`config.mk`:
```
export PLATFORM = sky130hd
export DESIGN_NAME = sbdb_top
export DESIGN_NICKNAME = d
export VERILOG_FILES = /design/src/common/sbdb_pkg.sv /design/src/sbdb_top.sv
export SDC_FILE = /design/constraint.sdc
export NUM_CORES = 1
export LEC_CHECK = 0
export ABC_AREA = 1
export BUFFER_PORTS_ARGS = -buffer_cell sky130_fd_sc_hd__buf_2
export CAP_MARGIN = 20
export CORE_UTILIZATION = 45
export CTS_CLUSTER_DIAMETER = 50
export DETAILED_ROUTE_END_ITERATION = 10
export GPL_ROUTABILITY_DRIVEN = 0
export PLACE_DENSITY = 0.68
export SYNTH_ARGS = -nofsm -noshare
export SYNTH_HDL_FRONTEND = slang
export SYNTH_SLANG_ARGS = --single-unit
```
`constraint.sdc`:
```
create_clock -name REF_CLK -period 3.9 [get_ports REF_CLK]
set_input_delay 0.78 -clock REF_CLK [delete_from_list [all_inputs] [get_ports REF_CLK]]
set_output_delay 0.78 -clock REF_CLK [all_outputs]
set_load 0.005 [all_outputs]
```
`src/common/sbdb_pkg.sv`:
```
// Package for the serial baud generator and data buffer block.
// Assumes a single 32-bit AHB-Lite slave port and one system clock.
package sbdb_pkg;

  // Register byte offsets.
  localparam logic [7:0] OFF_DATA_BUF  = 8'h18;
  localparam logic [7:0] OFF_BAUD_SEL  = 8'h1C;
  localparam logic [7:0] OFF_STATUS    = 8'h20;

  // Reset value of the baud select register.
  localparam logic [7:0] BAUD_SEL_RESET = 8'h00;

  // Field positions inside the baud select register.
  localparam int BAUD_DIV_LSB = 0;  // Three-bit baud divisor select.
  localparam int PRESC_LSB    = 4;  // Two-bit prescale select.

  // Field positions inside the status register.
  localparam int STAT_RX_ACTIVE = 0;
  localparam int STAT_RX_FULL   = 1;
  localparam int STAT_TX_ROOM   = 2;

  // Timing counts, in receiver sampling ticks or clocks.
  localparam int TICKS_PER_BIT = 16;   // Sampling ticks per bit.
  localparam int CLK_PER_UNIT  = 4;    // 64 / 16: clocks per prescaler unit.
  localparam int START_MID     = 8;    // Slot at which the start bit is verified.
  localparam int IDLE_TICKS    = 160;  // Ten high bit times mark an idle character.
  localparam int DATA_BITS     = 8;
  localparam int FIFO_DEPTH    = 4;

  // Captured AHB-Lite address phase.
  typedef struct packed {
    logic       valid;
    logic       write;
    logic [7:0] addr;
  } sbdb_phase_t;

  // Receiver states, one-hot.
  typedef enum logic [3:0] {
    RX_IDLE  = 4'h1,
    RX_START = 4'h2,
    RX_DATA  = 4'h4,
    RX_STOP  = 4'h8
  } sbdb_rx_state_t;

  // Transmitter states, one-hot.
  typedef enum logic [1:0] {
    TX_IDLE = 2'h1,
    TX_SEND = 2'h2
  } sbdb_tx_state_t;

endpackage

```
`src/sbdb_top.sv`:
```
// Serial baud generator, shared data buffer and reception-active flag,
// with a transmit FIFO, reached over AHB-Lite.
// Assumes RXD comes from outside the clock domain and HREADY is this
// slave's own HREADYOUT.
// Overview of operation
// RULE_01: The reception-active flag sets when a low is sampled in the first start-search slot.
// RULE_02: The flag clears on a rejected false start bit or on a detected idle character.
// RULE_03: The flag is read-only and never raises an interrupt.
// RULE_04: Software polls the flag before disabling the interface or stopping.
// RULE_05: Reading the data buffer gives received bits, writing it gives bits to send.
// RULE_06: Reset leaves the data buffer contents untouched.
// RULE_07: Software does no read-modify-write on the data buffer.
// RULE_08: One baud setting serves both receiver and transmitter.
// RULE_09: Prescale select 00,01,10,11 divides by 1,3,4,13.
// RULE_10: Baud divisor select n divides by two to the power n.
// RULE_11: Bit rate equals bus clock over 64 times both divisors.
// RULE_12: Reset clears both divisor selects, giving the fastest rate.
// RULE_13: A sampling tick at sixteen times the bit rate counts the search slots.
//
// The AHB-Lite interface to the registers was chosen for this implementation.
`timescale 1ns/1ps
`default_nettype none

module sbdb_fifo #(
  parameter int WIDTH = 8,
  parameter int DEPTH = 4
) (
  input  wire logic             REF_CLK,
  input  wire logic             RESET,
  input  wire logic             in_valid,
  output logic                  in_ready,
  input  wire logic [WIDTH-1:0] in_data,
  output logic                  out_valid,
  input  wire logic             out_ready,
  output logic [WIDTH-1:0]      out_data
);
  localparam int AW = $clog2(DEPTH);
  logic [WIDTH-1:0] mem_r [DEPTH];
  logic [AW-1:0]    wr_r;
  logic [AW-1:0]    rd_r;
  logic [AW:0]      cnt_r;
  logic             push;
  logic             pop;

  // Honest full and empty come straight from the occupancy count.
  assign in_ready  = (cnt_r != (AW+1)'(DEPTH));
  assign out_valid = (cnt_r != '0);
  assign out_data  = mem_r[rd_r];
  assign push      = in_valid & in_ready;
  assign pop       = out_valid & out_ready;

  // Storage is not reset; only the pointers and the occupancy count are.
  always_ff @(posedge REF_CLK) begin
    if (push) begin
      mem_r[wr_r] <= in_data;
    end
  end

  // Pointers wrap modulo the depth.
  always_ff @(posedge REF_CLK) begin
    if (RESET) begin
      wr_r  <= '0;
      rd_r  <= '0;
      cnt_r <= '0;
    end else begin
      if (push) begin
        wr_r <= (wr_r == AW'(DEPTH - 1)) ? '0 : wr_r + AW'(1);
      end
      if (pop) begin
        rd_r <= (rd_r == AW'(DEPTH - 1)) ? '0 : rd_r + AW'(1);
      end
      cnt_r <= cnt_r + (AW+1)'(push) - (AW+1)'(pop);
    end
  end
endmodule

module sbdb_top (
  input  wire logic        REF_CLK,
  input  wire logic        RESET,
  input  wire logic        HSEL,
  input  wire logic [31:0] HADDR,
  input  wire logic [1:0]  HTRANS,
  input  wire logic        HWRITE,
  input  wire logic [2:0]  HSIZE,
  input  wire logic [31:0] HWDATA,
  input  wire logic        HREADY,
  output logic [31:0]      HRDATA,
  output logic             HREADYOUT,
  output logic             HRESP,
  input  wire logic        RXD,
  output logic             TXD,
  output logic             RX_ACTIVE
);
  sbdb_pkg::sbdb_phase_t    ph_r;
  sbdb_pkg::sbdb_rx_state_t rx_st_r;
  sbdb_pkg::sbdb_tx_state_t tx_st_r;
  logic [7:0]  baud_r;
  logic [31:0] hrdata_r;
  logic [7:0]  rx_data_r;
  logic        rx_full_r;
  logic        rx_act_r;
  logic        rx_m_r;
  logic        rx_s_r;
  logic [7:0]  pre_cnt_r;
  logic [6:0]  bd_cnt_r;
  logic        tick16;
  logic [3:0]  slot_r;
  logic [3:0]  bit_r;
  logic [7:0]  shift_r;
  logic [7:0]  ones_r;
  logic [3:0]  tx_div_r;
  logic        tx_bit_tick;
  logic [9:0]  tx_sh_r;
  logic [3:0]  tx_n_r;
  logic        txd_r;
  logic        fifo_in_ready;
  logic        fifo_out_valid;
  logic        fifo_pop;
  logic [7:0]  fifo_out_data;
  logic        wr_data;
  logic        wr_push;
  logic        rd_data;
  logic [7:0]  pd_val;
  logic [7:0]  bd_val;

  // Prescaler divisor decode, used by the divider and its check.
  function automatic logic [7:0] presc_div(input logic [1:0] sel);
    case (sel)
      2'h0:    presc_div = 8'h01;
      2'h1:    presc_div = 8'h03;
      2'h2:    presc_div = 8'h04;
      default: presc_div = 8'h0D;
    endcase
  endfunction

  // Baud divisor decode: a power of two.
  function automatic logic [7:0] baud_div(input logic [2:0] sel);
    baud_div = 8'h01 << sel;
  endfunction

  assign pd_val = presc_div(baud_r[sbdb_pkg::PRESC_LSB +: 2]);    // see RULE_09
  assign bd_val = baud_div(baud_r[sbdb_pkg::BAUD_DIV_LSB +: 3]);  // see RULE_10

  // Bus handshake: a data-buffer write waits while the FIFO is full.
  assign wr_data   = ph_r.valid & ph_r.write & (ph_r.addr == sbdb_pkg::OFF_DATA_BUF);
  assign wr_push   = wr_data & fifo_in_ready;
  assign HREADYOUT = ~wr_data | fifo_in_ready;
  assign HRESP     = 1'b0;
  assign HRDATA    = hrdata_r;
  assign rd_data   = HSEL & HTRANS[1] & HREADY & ~HWRITE
                   & (HADDR[7:0] == sbdb_pkg::OFF_DATA_BUF);
  assign RX_ACTIVE = rx_act_r;
  assign TXD       = txd_r;

  // Address phase capture; reads are answered from a flop in the data phase.
  // A read right behind a write to the same register sees the old value.
  always_ff @(posedge REF_CLK) begin
    if (RESET) begin
      ph_r     <= '0;
      hrdata_r <= 32'h0000_0000;
    end else if (HREADY) begin
      ph_r.valid <= HSEL & HTRANS[1];
      ph_r.write <= HWRITE;
      ph_r.addr  <= HADDR[7:0];
      if (HSEL & HTRANS[1] & ~HWRITE) begin
        case (HADDR[7:0])
          sbdb_pkg::OFF_DATA_BUF: hrdata_r <= {24'h00_0000, rx_data_r};  // see RULE_05
          sbdb_pkg::OFF_BAUD_SEL: hrdata_r <= {24'h00_0000, baud_r};
          sbdb_pkg::OFF_STATUS:   hrdata_r <= {29'h0000_0000, fifo_in_ready,
                                               rx_full_r, rx_act_r};  // see RULE_03
          default:                hrdata_r <= 32'h0000_0000;
        endcase
      end
    end
  end

  // One baud setting feeds the single divider chain; reset picks divide by 64.
  always_ff @(posedge REF_CLK) begin
    if (RESET) begin
      baud_r <= sbdb_pkg::BAUD_SEL_RESET;  // see RULE_12
    end else if (ph_r.valid & ph_r.write & (ph_r.addr == sbdb_pkg::OFF_BAUD_SEL)) begin
      baud_r <= HWDATA[7:0] & 8'h37;  // see RULE_08
    end
  end

  // Divider: 4*PD clocks per unit, BD units per tick, 16 ticks per bit.
  always_ff @(posedge REF_CLK) begin
    if (RESET) begin
      pre_cnt_r <= '0;
      bd_cnt_r  <= '0;
    end else if (pre_cnt_r >= 8'(sbdb_pkg::CLK_PER_UNIT * pd_val - 1)) begin
      pre_cnt_r <= '0;
      bd_cnt_r  <= (bd_cnt_r >= 7'(bd_val - 8'h01)) ? '0 : bd_cnt_r + 7'h01;  // see RULE_11
    end else begin
      pre_cnt_r <= pre_cnt_r + 8'h01;
    end
  end
  assign tick16 = (pre_cnt_r >= 8'(sbdb_pkg::CLK_PER_UNIT * pd_val - 1))
                & (bd_cnt_r >= 7'(bd_val - 8'h01));  // see RULE_13

  // Two-flop synchroniser on the receive pin; the first flop feeds only the second.
  always_ff @(posedge REF_CLK) begin
    if (RESET) begin
      rx_m_r <= 1'b1;
      rx_s_r <= 1'b1;
    end else begin
      rx_m_r <= RXD;
      rx_s_r <= rx_m_r;
    end
  end

  // Receiver sequence counted on sampling ticks.
  always_ff @(posedge REF_CLK) begin
    if (RESET) begin
      rx_st_r <= sbdb_pkg::RX_IDLE;
      slot_r  <= '0;
      bit_r   <= '0;
    end else if (tick16) begin
      case (rx_st_r)
        sbdb_pkg::RX_IDLE: begin
          if (!rx_s_r) begin
            rx_st_r <= sbdb_pkg::RX_START;  // see RULE_13
            slot_r  <= 4'h1;
          end
        end
        sbdb_pkg::RX_START: begin
          slot_r <= slot_r + 4'h1;
          if (slot_r == 4'(sbdb_pkg::START_MID)) begin
            rx_st_r <= rx_s_r ? sbdb_pkg::RX_IDLE : sbdb_pkg::RX_DATA;
            slot_r  <= '0;
            bit_r   <= '0;
          end
        end
        sbdb_pkg::RX_DATA: begin
          slot_r <= slot_r + 4'h1;
          if (slot_r == 4'(sbdb_pkg::TICKS_PER_BIT - 1)) begin
            bit_r <= bit_r + 4'h1;
            if (bit_r == 4'(sbdb_pkg::DATA_BITS - 1)) begin
              rx_st_r <= sbdb_pkg::RX_STOP;
            end
          end
        end
        sbdb_pkg::RX_STOP: begin
          slot_r <= slot_r + 4'h1;
          if (slot_r == 4'(sbdb_pkg::TICKS_PER_BIT - 1)) begin
            rx_st_r <= sbdb_pkg::RX_IDLE;
          end
        end
        default: rx_st_r <= sbdb_pkg::RX_IDLE;
      endcase
    end
  end

  // Shift register and received byte; neither is reset so data survive reset.
  always_ff @(posedge REF_CLK) begin
    if (tick16 && rx_st_r == sbdb_pkg::RX_DATA
        && slot_r == 4'(sbdb_pkg::TICKS_PER_BIT - 1)) begin
      shift_r <= {rx_s_r, shift_r[7:1]};
    end
    if (tick16 && rx_st_r == sbdb_pkg::RX_STOP
        && slot_r == 4'(sbdb_pkg::TICKS_PER_BIT - 1)) begin
      rx_data_r <= shift_r;  // see RULE_06
    end
  end

  // Received-byte flag: a new byte wins over a read that clears it.
  always_ff @(posedge REF_CLK) begin
    if (RESET) begin
      rx_full_r <= 1'b0;
    end else if (tick16 && rx_st_r == sbdb_pkg::RX_STOP
                 && slot_r == 4'(sbdb_pkg::TICKS_PER_BIT - 1)) begin
      rx_full_r <= 1'b1;
    end else if (rd_data) begin
      rx_full_r <= 1'b0;
    end
  end

  // Idle-line counter: high ticks seen while the receiver waits.
  always_ff @(posedge REF_CLK) begin
    if (RESET) begin
      ones_r <= '0;
    end else if (tick16) begin
      if (rx_st_r != sbdb_pkg::RX_IDLE || !rx_s_r) begin
        ones_r <= '0;
      end else if (ones_r != 8'(sbdb_pkg::IDLE_TICKS)) begin
        ones_r <= ones_r + 8'h01;
      end
    end
  end

  // Reception-active flag: status only, so no interrupt path exists.
  always_ff @(posedge REF_CLK) begin
    if (RESET) begin
      rx_act_r <= 1'b0;
    end else if (tick16 && rx_st_r == sbdb_pkg::RX_IDLE && !rx_s_r) begin
      rx_act_r <= 1'b1;  // see RULE_01
    end else if (tick16 && rx_st_r == sbdb_pkg::RX_START
                 && slot_r == 4'(sbdb_pkg::START_MID) && rx_s_r) begin
      rx_act_r <= 1'b0;  // see RULE_02
    end else if (ones_r == 8'(sbdb_pkg::IDLE_TICKS)) begin
      rx_act_r <= 1'b0;  // see RULE_02
    end
  end

  // Transmit FIFO between the bus and the shifter; a full FIFO stalls the bus.
  sbdb_fifo #(
    .WIDTH (8),
    .DEPTH (sbdb_pkg::FIFO_DEPTH)
  ) u_txq (
    .REF_CLK   (REF_CLK),
    .RESET     (RESET),
    .in_valid  (wr_data),
    .in_ready  (fifo_in_ready),
    .in_data   (HWDATA[7:0]),
    .out_valid (fifo_out_valid),
    .out_ready (fifo_pop),
    .out_data  (fifo_out_data)
  );

  // Transmit bit tick shares the receiver's sampling tick.
  always_ff @(posedge REF_CLK) begin
    if (RESET) begin
      tx_div_r <= '0;
    end else if (tick16) begin
      tx_div_r <= tx_div_r + 4'h1;
    end
  end
  assign tx_bit_tick = tick16 & (tx_div_r == 4'(sbdb_pkg::TICKS_PER_BIT - 1));  // see RULE_08
  assign fifo_pop    = tx_bit_tick & (tx_st_r == sbdb_pkg::TX_IDLE) & fifo_out_valid;

  // Transmitter: start bit, eight data bits LSB first, stop bit.
  always_ff @(posedge REF_CLK) begin
    if (RESET) begin
      tx_st_r <= sbdb_pkg::TX_IDLE;
      tx_sh_r <= 10'h3FF;
      tx_n_r  <= '0;
      txd_r   <= 1'b1;
    end else if (tx_bit_tick) begin
      case (tx_st_r)
        sbdb_pkg::TX_IDLE: begin
          if (fifo_out_valid) begin
            tx_st_r <= sbdb_pkg::TX_SEND;
            tx_sh_r <= {1'b1, 1'b1, fifo_out_data};
            tx_n_r  <= 4'h9;
            txd_r   <= 1'b0;
          end
        end
        sbdb_pkg::TX_SEND: begin
          txd_r   <= tx_sh_r[0];
          tx_sh_r <= {1'b1, tx_sh_r[9:1]};
          tx_n_r  <= tx_n_r - 4'h1;
          if (tx_n_r == 4'h1) begin
            tx_st_r <= sbdb_pkg::TX_IDLE;
          end
        end
        default: tx_st_r <= sbdb_pkg::TX_IDLE;
      endcase
    end
  end

  // Helper: clocks since the last sampling tick.
  logic [15:0] gap_r;
  always_ff @(posedge REF_CLK) begin
    if (RESET || tick16) begin
      gap_r <= '0;
    end else begin
      gap_r <= gap_r + 16'h0001;
    end
  end

  // Helper: a whole tick period has passed with no baud write in it.
  // The first tick after a rate change may come early, so it is not judged.
  logic settle_r;
  always_ff @(posedge REF_CLK) begin
    if (RESET || (ph_r.valid & ph_r.write & (ph_r.addr == sbdb_pkg::OFF_BAUD_SEL))) begin
      settle_r <= 1'b0;
    end else if (tick16) begin
      settle_r <= 1'b1;
    end
  end

  // Checks.
  property p_set_flag;
    @(posedge REF_CLK) disable iff (RESET)
    (tick16 && rx_st_r == sbdb_pkg::RX_IDLE && !rx_s_r) |=> rx_act_r;
  endproperty
  a_set_flag: assert property (p_set_flag) else $error("flag not set on start low");  // see RULE_01

  property p_false_start;
    @(posedge REF_CLK) disable iff (RESET)
    (tick16 && rx_st_r == sbdb_pkg::RX_START && slot_r == 4'h8 && rx_s_r)
      |=> !rx_act_r && rx_st_r == sbdb_pkg::RX_IDLE;
  endproperty
  a_false_start: assert property (p_false_start) else $error("false start kept flag");  // see RULE_02

  property p_flag_rise;
    @(posedge REF_CLK) disable iff (RESET)
    $rose(rx_act_r) |-> $past(tick16) && $past(rx_st_r) == sbdb_pkg::RX_IDLE;
  endproperty
  a_flag_rise: assert property (p_flag_rise) else $error("flag rose without start search");  // see RULE_03

  property p_read_data;
    @(posedge REF_CLK) disable iff (RESET)
    (HSEL && HTRANS[1] && HREADY && !HWRITE && HADDR[7:0] == 8'h18)
      |=> HRDATA == {24'h00_0000, $past(rx_data_r)};
  endproperty
  a_read_data: assert property (p_read_data) else $error("data buffer read mismatch");  // see RULE_05

  property p_presc;
    @(posedge REF_CLK) disable iff (RESET)
    (baud_r[5:4] == 2'h3) |-> pd_val == 8'h0D;
  endproperty
  a_presc: assert property (p_presc) else $error("prescaler decode wrong");  // see RULE_09

  property p_bdiv;
    @(posedge REF_CLK) disable iff (RESET)
    (baud_r[2:0] == 3'h7) |-> bd_val == 8'h80;
  endproperty
  a_bdiv: assert property (p_bdiv) else $error("baud divisor decode wrong");  // see RULE_10

  property p_tick_gap;
    @(posedge REF_CLK) disable iff (RESET)
    (tick16 && settle_r)
      |-> 32'(gap_r) + 32'h1 == 32'(pd_val) * 32'(bd_val) * 32'h4;
  endproperty
  a_tick_gap: assert property (p_tick_gap) else $error("tick spacing wrong");  // see RULE_11

  property p_reset_baud;
    @(posedge REF_CLK) $past(RESET) |-> baud_r == 8'h00;
  endproperty
  a_reset_baud: assert property (p_reset_baud) else $error("baud select not cleared");  // see RULE_12

  property p_shared_tick;
    @(posedge REF_CLK) disable iff (RESET)
    tx_bit_tick |-> tick16;
  endproperty
  a_shared_tick: assert property (p_shared_tick) else $error("tx tick off shared chain");  // see RULE_08

  c_frame: cover property (@(posedge REF_CLK) $rose(rx_full_r));
  c_false: cover property (@(posedge REF_CLK) $fell(rx_act_r) && rx_st_r == sbdb_pkg::RX_IDLE);
  c_stall: cover property (@(posedge REF_CLK) !HREADYOUT);
  c_send:  cover property (@(posedge REF_CLK) fifo_pop);
endmodule

`default_nettype wire

```
==> out/metrics.cfg, run 1 <==
[sta]
post-route-period-util = 0.892
slew_headroom = 0.420
slew_violations = 0
finalSetupViolCount = 0
fin_skew_ns = 0.00699
finalSetupTns_ns = 0
hold_viol_final = 0
tightest_slew_ns = 0.866
fin_hold_ws_ns = 0.407
period_needed_ns = 3.48
rsz0062_at_grt = false
max_clock_freq_mhz = 287

[worst_setup_path]
critPathKind = register to register
cp_max_fo = 6
slowest_stage = dfxtp_1
rrSetupSlack_ns = 0.42
path_cells = inv_1 > nand3_1 > ha_1 > o21ai_0 > a21oi_1 > xor2_1 > ha_1 > nand2_1 > inv_1 > a21oi_1 > nand3_2 > nand4_4 > inv_1 > ha_1 > inv_1 > ha_1 > inv_1 > fa_1 > inv_1 > o21ai_0 > a21oi_1
path_delay_family = adder cells
critPathBufInv = 6
arrival_ns = 3.83
required_ns = 4.25
cp-start-kind = register
cp_slowest_stage_delay_ns = 0.41
cp_common_cell = inv_1
end_kind = register

[synthesis]
yosysWarnings = 0
synth_fa_ha_area_frac = 0.0603
ys_seq_area_frac = 0.480
avgSynthCellArea_um2 = 8.22
synth_cell_types = 43
synthXorXnorAreaFrac = 0.0155
yosys.area_share.simple = 0.256
synth-compound-area-share = 0.0947
synthesis.area_um2 = 6760
synth_seq_cells = 138
synth_mux_area_frac = 0
synthCells = 823
synth_top_family_by_area = simple AND/OR/NAND/NOR gates

[detailed_routing]
detail-route-antenna-nets = 0
first_pass_iters = 5
drt-wirelength-per-cell_um = 12.5
viasPerCell = 4.91
drt_iter0_markers = 280
route.detailed.drc = 0
num_vias = 5196
wirelength_um = 13200

[global_routing]
antenna_found_initial = 0
grt_pass1_wl_um = 22600
grt_overflow = 0
grt_pass1_vias = 4730
grt_max_degree = 35
grt_usage = 0.181

[status]
status = finished clean

[placed_design]
numPortBuffers = 33
post-dp-hpwl_um = 9150

[clocking]
cts_sinks = 138
hold_buffers = 0
cts_setup_buffers = 0
clock_path_buffers = 2
cts.htree.levels = 4
clkSlewWorstSetupHoldPaths_ns = 0.06
numCtsBuffers = 17
clk_latency_ns = 0.42
tritoncts = yes
clock-root-buffer = clkbuf_16

[power]
p_leak_nw = 3.13
p_per_area_nw_per_um2 = 462
vdd_drop_max_uv = 304

[floorplan]
core_um2 = 14600
row_count = 44
dieArea_um2 = 15500
fp.dieW_um = 125
start_util = 0.463
io_pins = 111
die_y_um = 125

[final_layout]
diodes = 0
finalNetCount = 968
seqCellArea_um2 = 3240
fillers = 1368
drive_gt1_frac = 0.119
areaGrowthSynthToFinish_pct = 11.6
postLayoutCoreUtil = 0.517
multi_input_area_um2 = 2980

[min_path]
hold_class = register to register

[run]
maxCapViolations = 0

-- flip-flops by register name (all words and copies together), names as in the netlist, 3 cells and up, named ones only --
name	flops
HRDATA	8
baud_r	5
bd_cnt_r	7
bit_r	4
ones_r	8
ph_r	10
pre_cnt_r	8
rx_data_r	8
rx_st_r	4
shift_r	8
slot_r	4
tx_div_r	4
tx_n_r	4
tx_sh_r	8
u_txq.cnt_r	3
u_txq.mem_r	32
-- final timing paths --
path	startpoint	endpoint	depth (start not counted)
max	baud_r[1]$_SDFFE_PP0P_	u_txq.cnt_r[2]$_SDFF_PP0_	21
min	rx_m_r$_SDFF_PP1_	rx_s_r$_SDFF_PP1_	1
max reg2reg	baud_r[1]$_SDFFE_PP0P_	u_txq.cnt_r[2]$_SDFF_PP0_	21
min reg2reg	rx_m_r$_SDFF_PP1_	rx_s_r$_SDFF_PP1_	1
-- stage by stage --
stage	instances	cell area, um^2	worst slack (ns)	power [mW]
after CTS	1058	7540	0.344	3.51
after global placement	1026	7000	0.455	2.01
after global routing	1058	7550	0.0895	3.64
final	1058	7550	0.420	3.48
after floorplan	848	6860	0.663	1.94
after detailed placement	1026	7000	0.422	2.02
-- repair_timing --
item                                   4_1_cts  5_1_grt
endpoints found under the hold margin        0        0
resized for setup                            0        1
setup endpoints to repair                    0        1
-- synth_stat cells, drive strengths merged --
cell	number	area, um^2
nor3	14	81.3
fa	1	20.0
xor2	8	70.1
edfxtp	48	1440
buf	32	246
dfxtp	90	1800
nand2	199	787
a21o	1	7.51
xnor2	4	35.0
o21bai	1	7.51
nand4	9	77.6
a21oi	71	359
o31ai	7	52.6
o22ai	1	6.26
conb	1	3.75
nor4	1	6.26
inv	90	338
a211oi	1	7.51
ha	31	388
nand3	61	320
clkbuf	12	45.0
o21ai	37	185
nor2	90	384
or2	6	40.0
clkinv	1	3.75
nand3b	3	22.5
and3b	1	8.76
o211ai	2	15.0
-- cell usage in the layout, fill, tap and decap left out, types with 2 or more instances in the layout --
cell,netlist,routed
nand2_2,7,7
inv_1,88,88
inv_4,0,2
buf_2,2,33
dfxtp_1,90,89
or2_2,5,5
inv_2,2,2
nand3_1,58,58
nand4_1,7,7
nand2_4,3,3
edfxtp_1,48,48
clkinvlp_4,0,3
conb_1,1,26
nand2_1,189,189
nand3_2,3,3
clkinv_2,0,3
o31ai_1,7,7
o211ai_1,2,2
o21ai_0,35,35
nand3b_1,3,3
clkbuf_1,12,3
o21ai_1,2,2
ha_1,31,31
buf_4,27,5
nor3_1,13,13
nor2_2,9,9
xnor2_1,4,4
clkbuf_16,0,17
nor2_1,79,79
xor2_1,8,8
a21oi_1,70,70
-- power by group --
| group | switching [mW] | internal, mW |
|---|---|---|
| combinational | 0.282 | 0.129 |
| sequential | 0.0441 | 1.53 |
| clock | 0.604 | 0.891 |
-- logic make-up (layout without fill, tap and decap cells) --
| family | count (synthesis) | in the layout |
|---|---|---|
| and+or+nand+nor | 384 | 384 |
| DFF | 138 | 138 |
| buffers and inverters | 135 | 161 |
| AOI/OAI and AO/OA | 121 | 121 |
| adders and majority gates | 32 | 32 |
| xor gates and xnor gates | 12 | 12 |
| other | 1 | 26 |
-- layer usage --
metal,up-vias,global-route usage,routed length [um]
li1,2729,-,-
met1,2352,0.227,6130
met2,95,0.300,6330
met3,20,0.0395,515
met4,0,0.0758,229
met5,-,0,0
-- final cells by class --
class | instances | share of cell area
Clock buffer | 21 | 0.0597
Timing Repair Buffer | 38 | 0.0269
Sequential cell | 138 | 0.430
Multi-Input combinational cell | 575 | 0.395
Tap cell | 184 | 0.0305
Clock inverter | 11 | 0.0129
Inverter | 91 | 0.0453
(Power assumes the default switching activity.)
==> inputs of run 2 (changes only) <==
--- a/config.mk
+++ b/config.mk
@@ -8,6 +8,7 @@
 export ABC_AREA = 1
 export BUFFER_PORTS_ARGS = -buffer_cell sky130_fd_sc_hd__buf_2
 export CAP_MARGIN = 20
+export CORE_MARGIN = 2
 export CORE_UTILIZATION = 45
 export CTS_CLUSTER_DIAMETER = 50
 export DETAILED_ROUTE_END_ITERATION = 10
==> run 2 against run 1 <==
  * Register-to-register slack got worse by 0.05 ns
  * Clock skew is 0.0016 ns higher
  * Core utilization grew 0.24 points
  * Non-clock buffer count decreased by 1
  * First-iteration DRC count up 33%
  * Setup slack got worse by 0.051 ns
  * Sequential share of layout area down 0.20 points
  * Combinational power barely moved
  * Via count grew 0.44%
  * Sequential power is essentially flat
  * Critical path depth did not move
  * Hold slack improved by 0.0023 ns
  * Critical path type unchanged
==> out/metrics.cfg, run 2 (synthesized netlist as in run 1, its figures left out) <==
[status]
status = finished clean

[clocking]
clock_path_buffers = 2  ; unchanged
clkSlewWorstSetupHoldPaths_ns = 0.06  ; about the same
hold_buffers = 0  ; unchanged
cts_sinks = 138  ; unchanged
cts.htree.levels = 4  ; unchanged
clk_latency_ns = 0.42  ; about the same
tritoncts = yes
clock-root-buffer = clkbuf_16
numCtsBuffers = 17  ; unchanged

[sta]
finalSetupTns_ns = 0  ; unchanged
hold_viol_final = 0  ; unchanged
fin_hold_ws_ns = 0.410  ; +0.00226 ns
slew_violations = 0  ; unchanged
slew_headroom = 0.403  ; -0.0169
finalSetupViolCount = 0  ; unchanged
fin_skew_ns = 0.00857  ; +0.00158 ns
rsz0062_at_grt = false
post-route-period-util = 0.905  ; +0.0130
tightest_slew_ns = 0.892  ; +0.0253 ns
period_needed_ns = 3.53  ; +0.0508 ns
max_clock_freq_mhz = 283  ; -1.4%

[worst_setup_path]
critPathKind = register to register
required_ns = 4.25  ; about the same
rrSetupSlack_ns = 0.37  ; -0.05 ns
end_kind = register
critPathBufInv = 6  ; unchanged
slowest_stage = dfxtp_1
arrival_ns = 3.88  ; +0.05 ns
path_delay_family = adder cells
path_cells = inv_1 > nand3_1 > ha_1 > o21ai_0 > a21oi_1 > xor2_1 > ha_1 > nand2_1 > inv_1 > a21oi_1 > nand3_2 > nand4_4 > inv_1 > ha_1 > inv_1 > ha_1 > inv_1 > fa_1 > inv_1 > o21ai_0 > a21oi_1
cp-start-kind = register
cp_max_fo = 6  ; unchanged
cp_common_cell = inv_1
cp_slowest_stage_delay_ns = 0.42  ; about the same

[detailed_routing]
met1Wirelength_um = 6280  ; +2.5%
num_vias = 5219  ; +0.44%
dr_wl_met2_um = 6380  ; +0.85%
wirelength_um = 13500  ; +2.2%
route.detailed.drc = 0  ; unchanged
top_layer_used = met4
viasPerCell = 4.94  ; +0.54%
dr_wl_met3_um = 591  ; +15%
drt_iter0_markers = 373  ; +33%
detail-route-antenna-nets = 0  ; unchanged
first_pass_iters = 5  ; unchanged
drt-wirelength-per-cell_um = 12.8  ; +2.2%

[power]
p_leak_nw = 3.14  ; +0.27%
p_per_area_nw_per_um2 = 475  ; +2.8%
vdd_drop_max_uv = 330  ; +8.5%

[floorplan]
fp.dieW_um = 127  ; +1.6%
row_count = 44  ; unchanged
start_util = 0.463  ; unchanged
io_pins = 111  ; unchanged
core_um2 = 14600  ; unchanged
die_y_um = 127  ; +1.6%
dieArea_um2 = 16000  ; +3.2%

[final_layout]
top_regs = u_txq.mem_r (32), ph_r (10)
largest_reg_flops = 32  ; unchanged
areaGrowthSynthToFinish_pct = 12.1
layout_common_cells = nand2_1 (189), dfxtp_1 (89), inv_1 (88)
finalNetCount = 967  ; -0.10%
layout_commonest_cell = nand2_1
drive_gt1_frac = 0.120  ; +0.00128
diodes = 0  ; unchanged
regMostFlops = u_txq.mem_r

[global_routing]
grt_pass1_wl_um = 23100  ; +2.2%
grt_max_degree = 35  ; unchanged
grt_pass1_vias = 4903  ; +3.7%
grt_usage = 0.178  ; -0.00281
antenna_found_initial = 0  ; unchanged
grt_overflow = 0  ; unchanged

[run]
maxCapViolations = 0  ; unchanged

[placed_design]
numPortBuffers = 33  ; unchanged
post-dp-hpwl_um = 9300  ; +1.7%

[min_path]
hold_class = register to register

[run 2: cell count changes in the layout (fill, tap and decap cells not counted), moves of 2 or more]
cell / before / now
inv_8: 0 / 2
clkinv_2: 3 / 1
inv_4: 2 / 0
inv_6: 1 / 3
clkbuf_1: 3 / 1
[run 2: path summary, 6_finish.rpt]
kind | from | endpoint | depth (start not counted)
max | baud_r[1]$_SDFFE_PP0P_ | u_txq.cnt_r[2]$_SDFF_PP0_ | 21
min | rx_m_r$_SDFF_PP1_ | rx_s_r$_SDFF_PP1_ | 1
max reg2reg | baud_r[1]$_SDFFE_PP0P_ | u_txq.cnt_r[2]$_SDFF_PP0_ | 21
min reg2reg | rx_m_r$_SDFF_PP1_ | rx_s_r$_SDFF_PP1_ | 1
[run 2: where the power goes]
part           total [mW]  switching, mW  internal (mW)
sequential           1.58         0.0437           1.53
combinational       0.412          0.284          0.128
clock                1.61          0.655          0.955
total                3.60          0.983           2.62
[run 2: repair_timing]
action,4_1_cts,5_1_grt
resized for setup,0,1
setup buffers,0,0
endpoints found under the setup margin,0,1
[run 2: metal layers]
metal	vias to the layer above	track usage
met5	-	0
met4	0	0.0646
met3	19	0.0464
met2	108	0.293
met1	2372	0.227
li1	2720	-
[run 2: final cells by class]
type,count,area [um^2]
Tap cell,184,230
Inverter,91,342
Timing Repair Buffer,37,195
Sequential cell,138,3240
Clock inverter,14,161
Multi-Input combinational cell,575,2980
Fill cell,1382,7010
Clock buffer,18,429
[run 2: worst reg2reg max path: stages (launching register included)]
cell and delay (ns):
dfxtp_1 0.42, inv_1 0.12, nand3_1 0.10, ha_1 0.17, o21ai_0 0.14, a21oi_1 0.17
xor2_1 0.18, ha_1 0.26, nand2_1 0.09, inv_1 0.05, a21oi_1 0.16, nand3_2 0.19
nand4_4 0.15, inv_1 0.06, ha_1 0.28, inv_1 0.05, ha_1 0.13, inv_1 0.05
fa_1 0.37, inv_1 0.07, o21ai_0 0.08, a21oi_1 0.17
[run 2: metrics by stage]
step | std cells | total power, mW | util | worst slack [ns] | area, um^2
after detailed placement | 1025 | 2.02 | 0.479 | 0.342 | 6990
final | 1057 | 3.60 | 0.520 | 0.369 | 7580
after global routing | 1057 | 3.76 | 0.520 | 0.0740 | 7580
after global placement | 1025 | 2.01 | 0.479 | 0.381 | 6990
after CTS | 1057 | 3.62 | 0.520 | 0.279 | 7580
after floorplan | 848 | 1.94 | - | 0.663 | 6860
